### src/core/pin_io_regs.svh
`ifndef PIN_IO_REGS_SVH
`define PIN_IO_REGS_SVH
// lane widths and counter sizes
`define LANES            4
`define BITCNT_W         6
// protection bit positions inside the protection word
`define PROT_GUARD0_BIT  0
`define PROT_GUARD1_BIT  1
`define PROT_GUARD2_BIT  2
`define PROT_TB_BIT      3
`define PROT_SMALL_BIT   4
`define PROT_LOCK0_BIT   5
`define PROT_LOCK1_BIT   6
`define PROT_W           7
`endif

### src/core/pin_io_pkg.sv
package pin_io_pkg;
  // lane width of the current transfer phase
  typedef enum logic [1:0] {
    LANE_SINGLE = 2'b00,
    LANE_DUAL   = 2'b01,
    LANE_QUAD   = 2'b10
  } lane_mode_t;
  // serial engine state
  typedef enum logic [1:0] {
    ST_IDLE   = 2'b00,
    ST_ACTIVE = 2'b01,
    ST_PAUSED = 2'b10
  } link_state_t;
endpackage

### src/core/pin_sync_if.sv
`timescale 1ns/1ps
// synchronised pin levels and clock edge pulses passed to the engine
interface pin_sync_if;
  logic       sel_n;
  logic       sck_rise;
  logic       sck_fall;
  logic       sck_lvl;
  logic [3:0] lane_in;
  modport src (output sel_n, sck_rise, sck_fall, sck_lvl, lane_in);
  modport dst (input sel_n, sck_rise, sck_fall, sck_lvl, lane_in);
endinterface

### src/core/pin_io_ctrl.sv
`timescale 1ns/1ps
`include "pin_io_regs.svh"
// Functional notes
// - serial output bits change on the falling serial clock edge.
// - serial output is high impedance while chip select is high.
// - dual read drives lanes 1 and 0, two bits per falling edge.
// - write-protect input is active low and blocks status register writes only while lock bit 0 is set.
// - write-protect with guard, region and lock bits protects array portions.
// - quad lane enable set disables write-protect; pin becomes lane 2.
// - while paused, clock and input ignored and output high impedance.
// - pause stops serial traffic only; internal cycles continue, no reset.
// - quad program: pause pin is lane 3 input, four bits per rising edge.
// - quad read: pause pin is lane 3 output, four bits per falling edge.
// - commands, addresses and input data latch on rising clock edge.
// - select high deselects and tri-states outputs; select low enables.
module pin_io_ctrl
  import pin_io_pkg::*;
(
  input  wire logic                  CLK,
  input  wire logic                  RST,
  input  wire logic                  CS_N,
  input  wire logic                  SCK,
  input  wire logic                  SI_IN,
  output      logic                  SI_OUT,
  output      logic                  SI_OE_N,
  input  wire logic                  SO_IN,
  output      logic                  SO_OUT,
  output      logic                  SO_OE_N,
  input  wire logic                  WP_N_IN,
  output      logic                  WP_N_OUT,
  output      logic                  WP_N_OE_N,
  input  wire logic                  HOLD_N_IN,
  output      logic                  HOLD_N_OUT,
  output      logic                  HOLD_N_OE_N,
  input  wire logic                  QUAD_LANE_ENABLE_BIT,
  input  wire logic                  REGION_GUARD_BIT0,
  input  wire logic                  REGION_GUARD_BIT1,
  input  wire logic                  REGION_GUARD_BIT2,
  input  wire logic                  TOP_BOTTOM_SELECT,
  input  wire logic                  SMALL_REGION_SELECT,
  input  wire logic [1:0]            STATUS_LOCK_BITS,
  input  wire pin_io_pkg::lane_mode_t IN_MODE,
  input  wire pin_io_pkg::lane_mode_t OUT_MODE,
  input  wire logic                  OUT_PHASE,
  input  wire logic [7:0]            TX_BYTE,
  output      logic                  TX_TAKE,
  output      logic [7:0]            RX_BYTE,
  output      logic                  RX_VALID,
  output      logic [`BITCNT_W-1:0]  BIT_POS,
  output      logic                  PAUSED,
  output      logic                  SELECTED,
  input  wire logic                  STATUS_WR_REQ,
  output      logic                  STATUS_WR_OK,
  output      logic [`PROT_W-1:0]    HW_PROT_WORD,
  output      logic                  HW_PROT_ACTIVE,
  input  wire logic                  INTERNAL_BUSY,
  output      logic                  INTERNAL_BUSY_SEEN
);
  import pin_io_pkg::*;

  pin_sync_if sy ();

  logic hold_s1_r, hold_s2_r, wp_s1_r, wp_s2_r;

  // lane 3 in quad mode is data, so it goes through the common syncer too
  pin_sync u_sync (
    .clk      (CLK),
    .rst      (RST),
    .cs_n_pin (CS_N),
    .sck_pin  (SCK),
    .lane_pin ({HOLD_N_IN, WP_N_IN, SO_IN, SI_IN}),
    .sy       (sy)
  );

  // control-role levels of the pause and protect pins
  always_ff @(posedge CLK or posedge RST) begin
    if (RST) begin
      hold_s1_r <= 1'b1;
      hold_s2_r <= 1'b1;
      wp_s1_r   <= 1'b1;
      wp_s2_r   <= 1'b1;
    end else begin
      hold_s1_r <= HOLD_N_IN;
      hold_s2_r <= hold_s1_r;
      wp_s1_r   <= WP_N_IN;
      wp_s2_r   <= wp_s1_r;
    end
  end

  link_state_t          st_r, st_nxt;
  logic [7:0]           rx_sh_r, rx_sh_nxt;
  logic [7:0]           tx_sh_r, tx_sh_nxt;
  logic [3:0]           dout_r, dout_nxt;
  logic [`BITCNT_W-1:0] cnt_r, cnt_nxt;
  logic                 rxv_r, rxv_nxt;
  logic                 take_r, take_nxt;
  logic                 drive_r, drive_nxt;
  logic                 quad_pins;
  logic                 hold_act;
  logic                 sel;
  logic [3:0]           step;

  // pause only exists while the pin is not a quad data lane
  assign quad_pins = QUAD_LANE_ENABLE_BIT;
  assign sel       = ~sy.sel_n;
  assign hold_act  = ~hold_s2_r & ~quad_pins;

  // next state: pause entry is only honoured with clock low and select low
  always_comb begin
    st_nxt    = st_r;
    rx_sh_nxt = rx_sh_r;
    tx_sh_nxt = tx_sh_r;
    dout_nxt  = dout_r;
    cnt_nxt   = cnt_r;
    rxv_nxt   = 1'b0;
    take_nxt  = 1'b0;
    drive_nxt = drive_r;
    step      = 4'h1;
    case (st_r)
      ST_IDLE: begin
        drive_nxt = 1'b0;
        cnt_nxt   = '0;
        if (sel) begin
          st_nxt    = ST_ACTIVE;
          tx_sh_nxt = TX_BYTE;
          take_nxt  = 1'b1;
        end
      end
      ST_ACTIVE: begin
        if (!sel) begin
          st_nxt = ST_IDLE;
        end else if (hold_act && !sy.sck_lvl) begin
          st_nxt = ST_PAUSED;
        end else begin
          if (sy.sck_rise && !OUT_PHASE) begin
            case (IN_MODE)
              LANE_DUAL: begin
                rx_sh_nxt = {rx_sh_r[5:0], sy.lane_in[1:0]};
                step      = 4'h2;
              end
              LANE_QUAD: begin
                rx_sh_nxt = {rx_sh_r[3:0], sy.lane_in};
                step      = 4'h4;
              end
              default: begin
                rx_sh_nxt = {rx_sh_r[6:0], sy.lane_in[0]};
                step      = 4'h1;
              end
            endcase
            cnt_nxt = cnt_r + `BITCNT_W'(step);
            if (cnt_r[2:0] + 3'(step) == 3'h0) begin
              rxv_nxt = 1'b1;
            end
          end
          if (sy.sck_fall && OUT_PHASE) begin
            drive_nxt = 1'b1;
            case (OUT_MODE)
              LANE_DUAL: begin
                dout_nxt  = {2'b00, tx_sh_r[7:6]};
                tx_sh_nxt = {tx_sh_r[5:0], 2'b00};
                step      = 4'h2;
              end
              LANE_QUAD: begin
                dout_nxt  = tx_sh_r[7:4];
                tx_sh_nxt = {tx_sh_r[3:0], 4'h0};
                step      = 4'h4;
              end
              default: begin
                dout_nxt  = {2'b00, tx_sh_r[7], 1'b0};
                tx_sh_nxt = {tx_sh_r[6:0], 1'b0};
                step      = 4'h1;
              end
            endcase
            cnt_nxt = cnt_r + `BITCNT_W'(step);
            if (cnt_r[2:0] + 3'(step) == 3'h0) begin
              tx_sh_nxt = TX_BYTE;
              take_nxt  = 1'b1;
            end
          end
        end
      end
      ST_PAUSED: begin
        // counters and shifters frozen so release resumes in place
        if (!sel) begin
          st_nxt = ST_IDLE;
        end else if (!hold_act) begin
          st_nxt = ST_ACTIVE;
        end
      end
      default: st_nxt = ST_IDLE;
    endcase
  end

  always_ff @(posedge CLK or posedge RST) begin
    if (RST) begin
      st_r    <= ST_IDLE;
      rx_sh_r <= 8'h00;
      tx_sh_r <= 8'h00;
      dout_r  <= 4'h0;
      cnt_r   <= '0;
      rxv_r   <= 1'b0;
      take_r  <= 1'b0;
      drive_r <= 1'b0;
    end else begin
      st_r    <= st_nxt;
      rx_sh_r <= rx_sh_nxt;
      tx_sh_r <= tx_sh_nxt;
      dout_r  <= dout_nxt;
      cnt_r   <= cnt_nxt;
      rxv_r   <= rxv_nxt;
      take_r  <= take_nxt;
      drive_r <= drive_nxt;
    end
  end

  logic out_en;
  // outputs released when deselected or paused
  assign out_en = drive_r & OUT_PHASE & (st_r == ST_ACTIVE) & sel;

  // pin drive; oe low means driving
  always_comb begin
    SI_OE_N     = 1'b1;
    SO_OE_N     = 1'b1;
    WP_N_OE_N   = 1'b1;
    HOLD_N_OE_N = 1'b1;
    if (out_en) begin
      case (OUT_MODE)
        LANE_DUAL: begin
          SI_OE_N = 1'b0;
          SO_OE_N = 1'b0;
        end
        LANE_QUAD: begin
          SI_OE_N     = 1'b0;
          SO_OE_N     = 1'b0;
          WP_N_OE_N   = ~quad_pins;
          HOLD_N_OE_N = ~quad_pins;
        end
        default: SO_OE_N = 1'b0;
      endcase
    end
  end

  assign SI_OUT     = dout_r[0];
  assign SO_OUT     = dout_r[1];                                   // lane 1 in every mode
  assign WP_N_OUT   = dout_r[2];
  assign HOLD_N_OUT = dout_r[3];
  assign RX_BYTE    = rx_sh_r;
  assign RX_VALID   = rxv_r;
  assign TX_TAKE    = take_r;
  assign BIT_POS    = cnt_r;
  assign PAUSED     = (st_r == ST_PAUSED);
  assign SELECTED   = sel;

  // protection: pin active only when not repurposed as a lane
  logic wp_asserted;
  assign wp_asserted    = ~wp_s2_r & ~quad_pins;
  assign STATUS_WR_OK   = STATUS_WR_REQ & ~(wp_asserted & STATUS_LOCK_BITS[0]);
  assign HW_PROT_WORD   = {STATUS_LOCK_BITS, SMALL_REGION_SELECT, TOP_BOTTOM_SELECT,
                           REGION_GUARD_BIT2, REGION_GUARD_BIT1, REGION_GUARD_BIT0};
  assign HW_PROT_ACTIVE = wp_asserted & STATUS_LOCK_BITS[0]
                        & (REGION_GUARD_BIT0 | REGION_GUARD_BIT1 | REGION_GUARD_BIT2);
  // internal cycles are not touched by pause; just reported through
  assign INTERNAL_BUSY_SEEN = INTERNAL_BUSY;
endmodule

### src/core/pin_sync.sv
`timescale 1ns/1ps
`include "pin_io_regs.svh"
// two-stage synchronisers for the pins plus serial clock edge detect
module pin_sync (
  input  wire logic       clk,
  input  wire logic       rst,
  input  wire logic       cs_n_pin,
  input  wire logic       sck_pin,
  input  wire logic [3:0] lane_pin,
  pin_sync_if.src         sy
);
  logic [5:0] s1_r, s1_nxt;
  logic [5:0] s2_r, s2_nxt;
  logic       sck_d_r, sck_d_nxt;

  // first stage is read only by the second stage
  always_comb begin
    s1_nxt    = {cs_n_pin, sck_pin, lane_pin};
    s2_nxt    = s1_r;
    sck_d_nxt = s2_r[4];
  end

  // select resets to deselected and clock to its low idle level, so no false edge follows reset
  always_ff @(posedge clk or posedge rst) begin
    if (rst) begin
      s1_r    <= 6'h20;
      s2_r    <= 6'h20;
      sck_d_r <= 1'b0;
    end else begin
      s1_r    <= s1_nxt;
      s2_r    <= s2_nxt;
      sck_d_r <= sck_d_nxt;
    end
  end

  assign sy.sel_n    = s2_r[5];
  assign sy.sck_lvl  = s2_r[4];
  assign sy.lane_in  = s2_r[3:0];
  assign sy.sck_rise = s2_r[4] & ~sck_d_r;
  assign sy.sck_fall = ~s2_r[4] & sck_d_r;
endmodule

### config.mk
export PLATFORM = sky130hd
export DESIGN_NAME = pin_io_ctrl
export DESIGN_NICKNAME = d
export VERILOG_FILES = /design/src/core/pin_io_pkg.sv /design/src/core/pin_sync_if.sv /design/src/core/pin_io_ctrl.sv /design/src/core/pin_sync.sv
export VERILOG_INCLUDE_DIRS = /design/src /design/src/core
export SDC_FILE = /design/constraint.sdc
export NUM_CORES = 1
export LEC_CHECK = 0
export ABC_CLOCK_PERIOD_IN_PS = 2100
export BUFFER_PORTS_ARGS = -buffer_cell sky130_fd_sc_hd__buf_2
export CORE_AREA = 2 2 79 81
export CTS_CLUSTER_SIZE = 24
export DETAILED_ROUTE_END_ITERATION = 8
export DIE_AREA = 0 0 81 83
export PLACE_DENSITY = 0.71
export SLEW_MARGIN = 20
export SYNTH_ARGS = -nofsm -noshare
export SYNTH_HDL_FRONTEND = slang
export SYNTH_SLANG_ARGS = --single-unit
### constraint.sdc
create_clock -name CLK -period 2.1 [get_ports CLK]
set_input_delay 0.42 -clock CLK [delete_from_list [all_inputs] [get_ports CLK]]
set_output_delay 0.42 -clock CLK [all_outputs]
set_load 0.02 [all_outputs]
==> run summary <==
status - complete, but fails checks
failing checks - negative setup slack
number of global-route vias before repair - 1954
via count - 2112
Post-Syn Area - 2580 um^2
Chip Width - 81 um
dpl hpwl - 3930 um
Initial DRC Count - 86
Worst-Margin Slew - 0.475 ns
chip height - 83 um
CTS root buffer - clkbuf_8
post-layout worst setup margin - -0.0384 ns
Setup violations, final - 1
largest cells by area after synthesis - dfrtp_1, dfstp_2, ha_1
placed cell count - 397
FFs w/ async S/R, synth - 1.00
final cell count without fillers - 407
Startpoint Class - register
depth of the CTS H-tree - 2
Seq/Total Area, Yosys - 0.468
Pwr Total - 2.58 mW
CORE AREA - 5820 um^2
RSZ-0062 raised after global routing - true
fmax - 468 MHz
Critical Path AT - 2.38 ns
Synthesized Nets - 308
input/output buffers - 58
Initial Util - 0.444
Top FF cell, synth - dfrtp_1
top-area cell type share of the netlist area - 0.407
VDD IR max - 0.000556 V
Distinct cells, synth - 50
Antenna Cells - 0
Reg2Reg Depth - 10
GRT Total Usage - 0.168
critical path type - reg2reg
cell family with most CP delay - simple AND/OR/NAND/NOR gates
placement row count - 28
Slew Viols, Final - 0
Cell Chain, Critical Path - and3b_2 > nand2_1 > nand2_1 > ha_2 > inv_2 > fa_2 > nor2b_4 > o21ai_2 > or4_1 > a21oi_2
global-route wire length before repair - 8880 um
Slowest Stage Delay on Critical Path - 0.41 ns
total grt overflow - 0
Bufs and invs on worst path - 1
Final Cell Area - 3250 um^2
largest net degree at the start of global routing - 49
Slew HR - 0.683
CTS buffer count - 5
crit share post-route - 1.02
top cells by instance count after synthesis - dfrtp_1, nand2_1, nor2_1, inv_1
cell with the most instances after synthesis - dfrtp_1
instance count on the critical path - 10
# IOs - 67
Hold Path Class - in2async
critical path capture point type - register
maximum clock insertion buffer count - 2
ratio of cells with drive above 1 in the final layout - 0.389
CTS tree - yes
# DRC - 0
Slowest cell on crit path - or4_1
Leak Pwr - 1.53 nW
cts hold-fix bufs - 0
CP dominant cell by count - nand2_1
First-pass DRT Iterations - 4
Clock transition at path regs - 0.10 ns
Clk Latency, worst-skew pair - 0.30 ns
Area Overhead vs Synth - 25.8%
post-layout min period - 2.14 ns
WP data required - 2.34 ns
initial antenna violation count - 0
worst-path maximum fanout - 4
Power Density - 794 nW/um^2
synth warn - 0
final WL - 5410 um
routability cong. - 0.813
area leader, netlist - dfrtp_1
cells after synthesis - 265
nets - 374
Clock Sinks - 48
Seq cells post-synth - 48
Final Hold Viols - 0
EDFF count, synth - 0
routed len/inst - 13.3 um
# Max-Cap Violations - 0
Fin Clk Skew - 0.00543 ns
die area - 6720 um^2
Vias/cell - 5.19
Avg Inst Size Synth - 9.75 um^2
placed instance area - 3070 um^2
Detail Route Antenna Nets - 0
## final timing paths
check	startpoint	end	slack, ns
max	u_sync.s2_r[4]	BIT_POS[4]	-0.04
min	RST	RX_BYTE[3]	0.14
max reg2reg	u_sync.s2_r[4]	BIT_POS[4]	-0.04
min reg2reg	u_sync.s1_r[4]	u_sync.s2_r[4]	0.35
max in group asynchronous	RST	u_sync.s1_r[5]	1.69
min in group CLK	CS_N	u_sync.s1_r[5]	0.21
## cell type report
| type | count | area (um^2) |
|---|---|---|
| Inverter | 20 | 75.1 |
| Tap cell | 75 | 93.8 |
| Clock inverter | 3 | 46.3 |
| Clock buffer | 5 | 68.8 |
| Sequential cell | 48 | 1210 |
| Multi-Input combinational cell | 171 | 1230 |
| Timing Repair Buffer | 85 | 522 |
| Fill cell | 522 | 2570 |
## placed cells by master, fill, tap and decap left out, types with 5 or more instances in the layout
cell,netlist,routed
a21oi_1,15,14
a22oi_1,10,10
buf_2,5,58
buf_4,10,24
clkbuf_8,0,5
dfrtp_1,42,41
dfstp_2,6,6
inv_1,20,16
nand2_1,26,26
nand3_1,7,7
nor2_1,23,23
o21ai_0,15,14
o21ai_1,7,7
## worst register-to-register path: stages (launching register included)
cell	delay [ns]
dfrtp_1	0.39
and3b_2	0.27
nand2_1	0.06
nand2_1	0.06
ha_2	0.18
inv_2	0.04
fa_2	0.36
nor2b_4	0.13
o21ai_2	0.06
or4_1	0.41
a21oi_2	0.12
## flip-flops by register name, summed over array words and instances, names as in the netlist
name and cells:
RX_BYTE 8, tx_sh_r 8, BIT_POS 6, u_sync.s1_r 6, u_sync.s2_r 6, dout_r 4, st_r 2, RX_VALID 1
TX_TAKE 1, drive_r 1, hold_s1_r 1, hold_s2_r 1, u_sync.sck_d_r 1, wp_s1_r 1, wp_s2_r 1
## what timing repair did
action	4_1_cts	5_1_grt
setup buffers	0	2
pin swaps	0	4
resized for setup	3	11
endpoints found under the setup margin	3	7
## cells by family after synthesis
kind of cell | Yosys count | share of synthesized area
AND/OR/NAND/NOR | 81 | 0.155
AO/OA/AOI/OAI | 68 | 0.175
flip-flops | 48 | 0.468
buffers and inverters | 46 | 0.0925
adder cells (fa/ha/maj) | 12 | 0.0669
multiplexers | 6 | 0.0242
XOR/XNOR | 4 | 0.0189
## stage by stage
stage / util / setup WS (ns) / hold WS, ns / TNS (ns)
floorplan: - / -0.280 / 0.331 / -0.280
global placement: 0.527 / -0.198 / 0.331 / -1.59
detailed placement: 0.527 / -0.234 / 0.335 / -1.95
CTS: 0.550 / -0.0299 / 0.145 / -0.0299
global route: 0.559 / -0.171 / 0.149 / -0.253
finish: 0.559 / -0.0384 / 0.138 / -0.0384
## routing by layer
metal,wire length [um],vias up,track usage
met5,0,-,0
met4,92,0,0.0632
met3,403,7,0.0370
met2,2500,78,0.258
met1,2410,994,0.230
li1,-,1033,-
## power breakdown
group	leakage (nW)	switching, mW	internal (mW)
sequential	0.590	0.112	1.04
combinational	0.883	0.393	0.344
clock	0.0548	0.332	0.359
total	1.53	0.837	1.74
No activity file was read; power rests on OpenSTA's default activity.
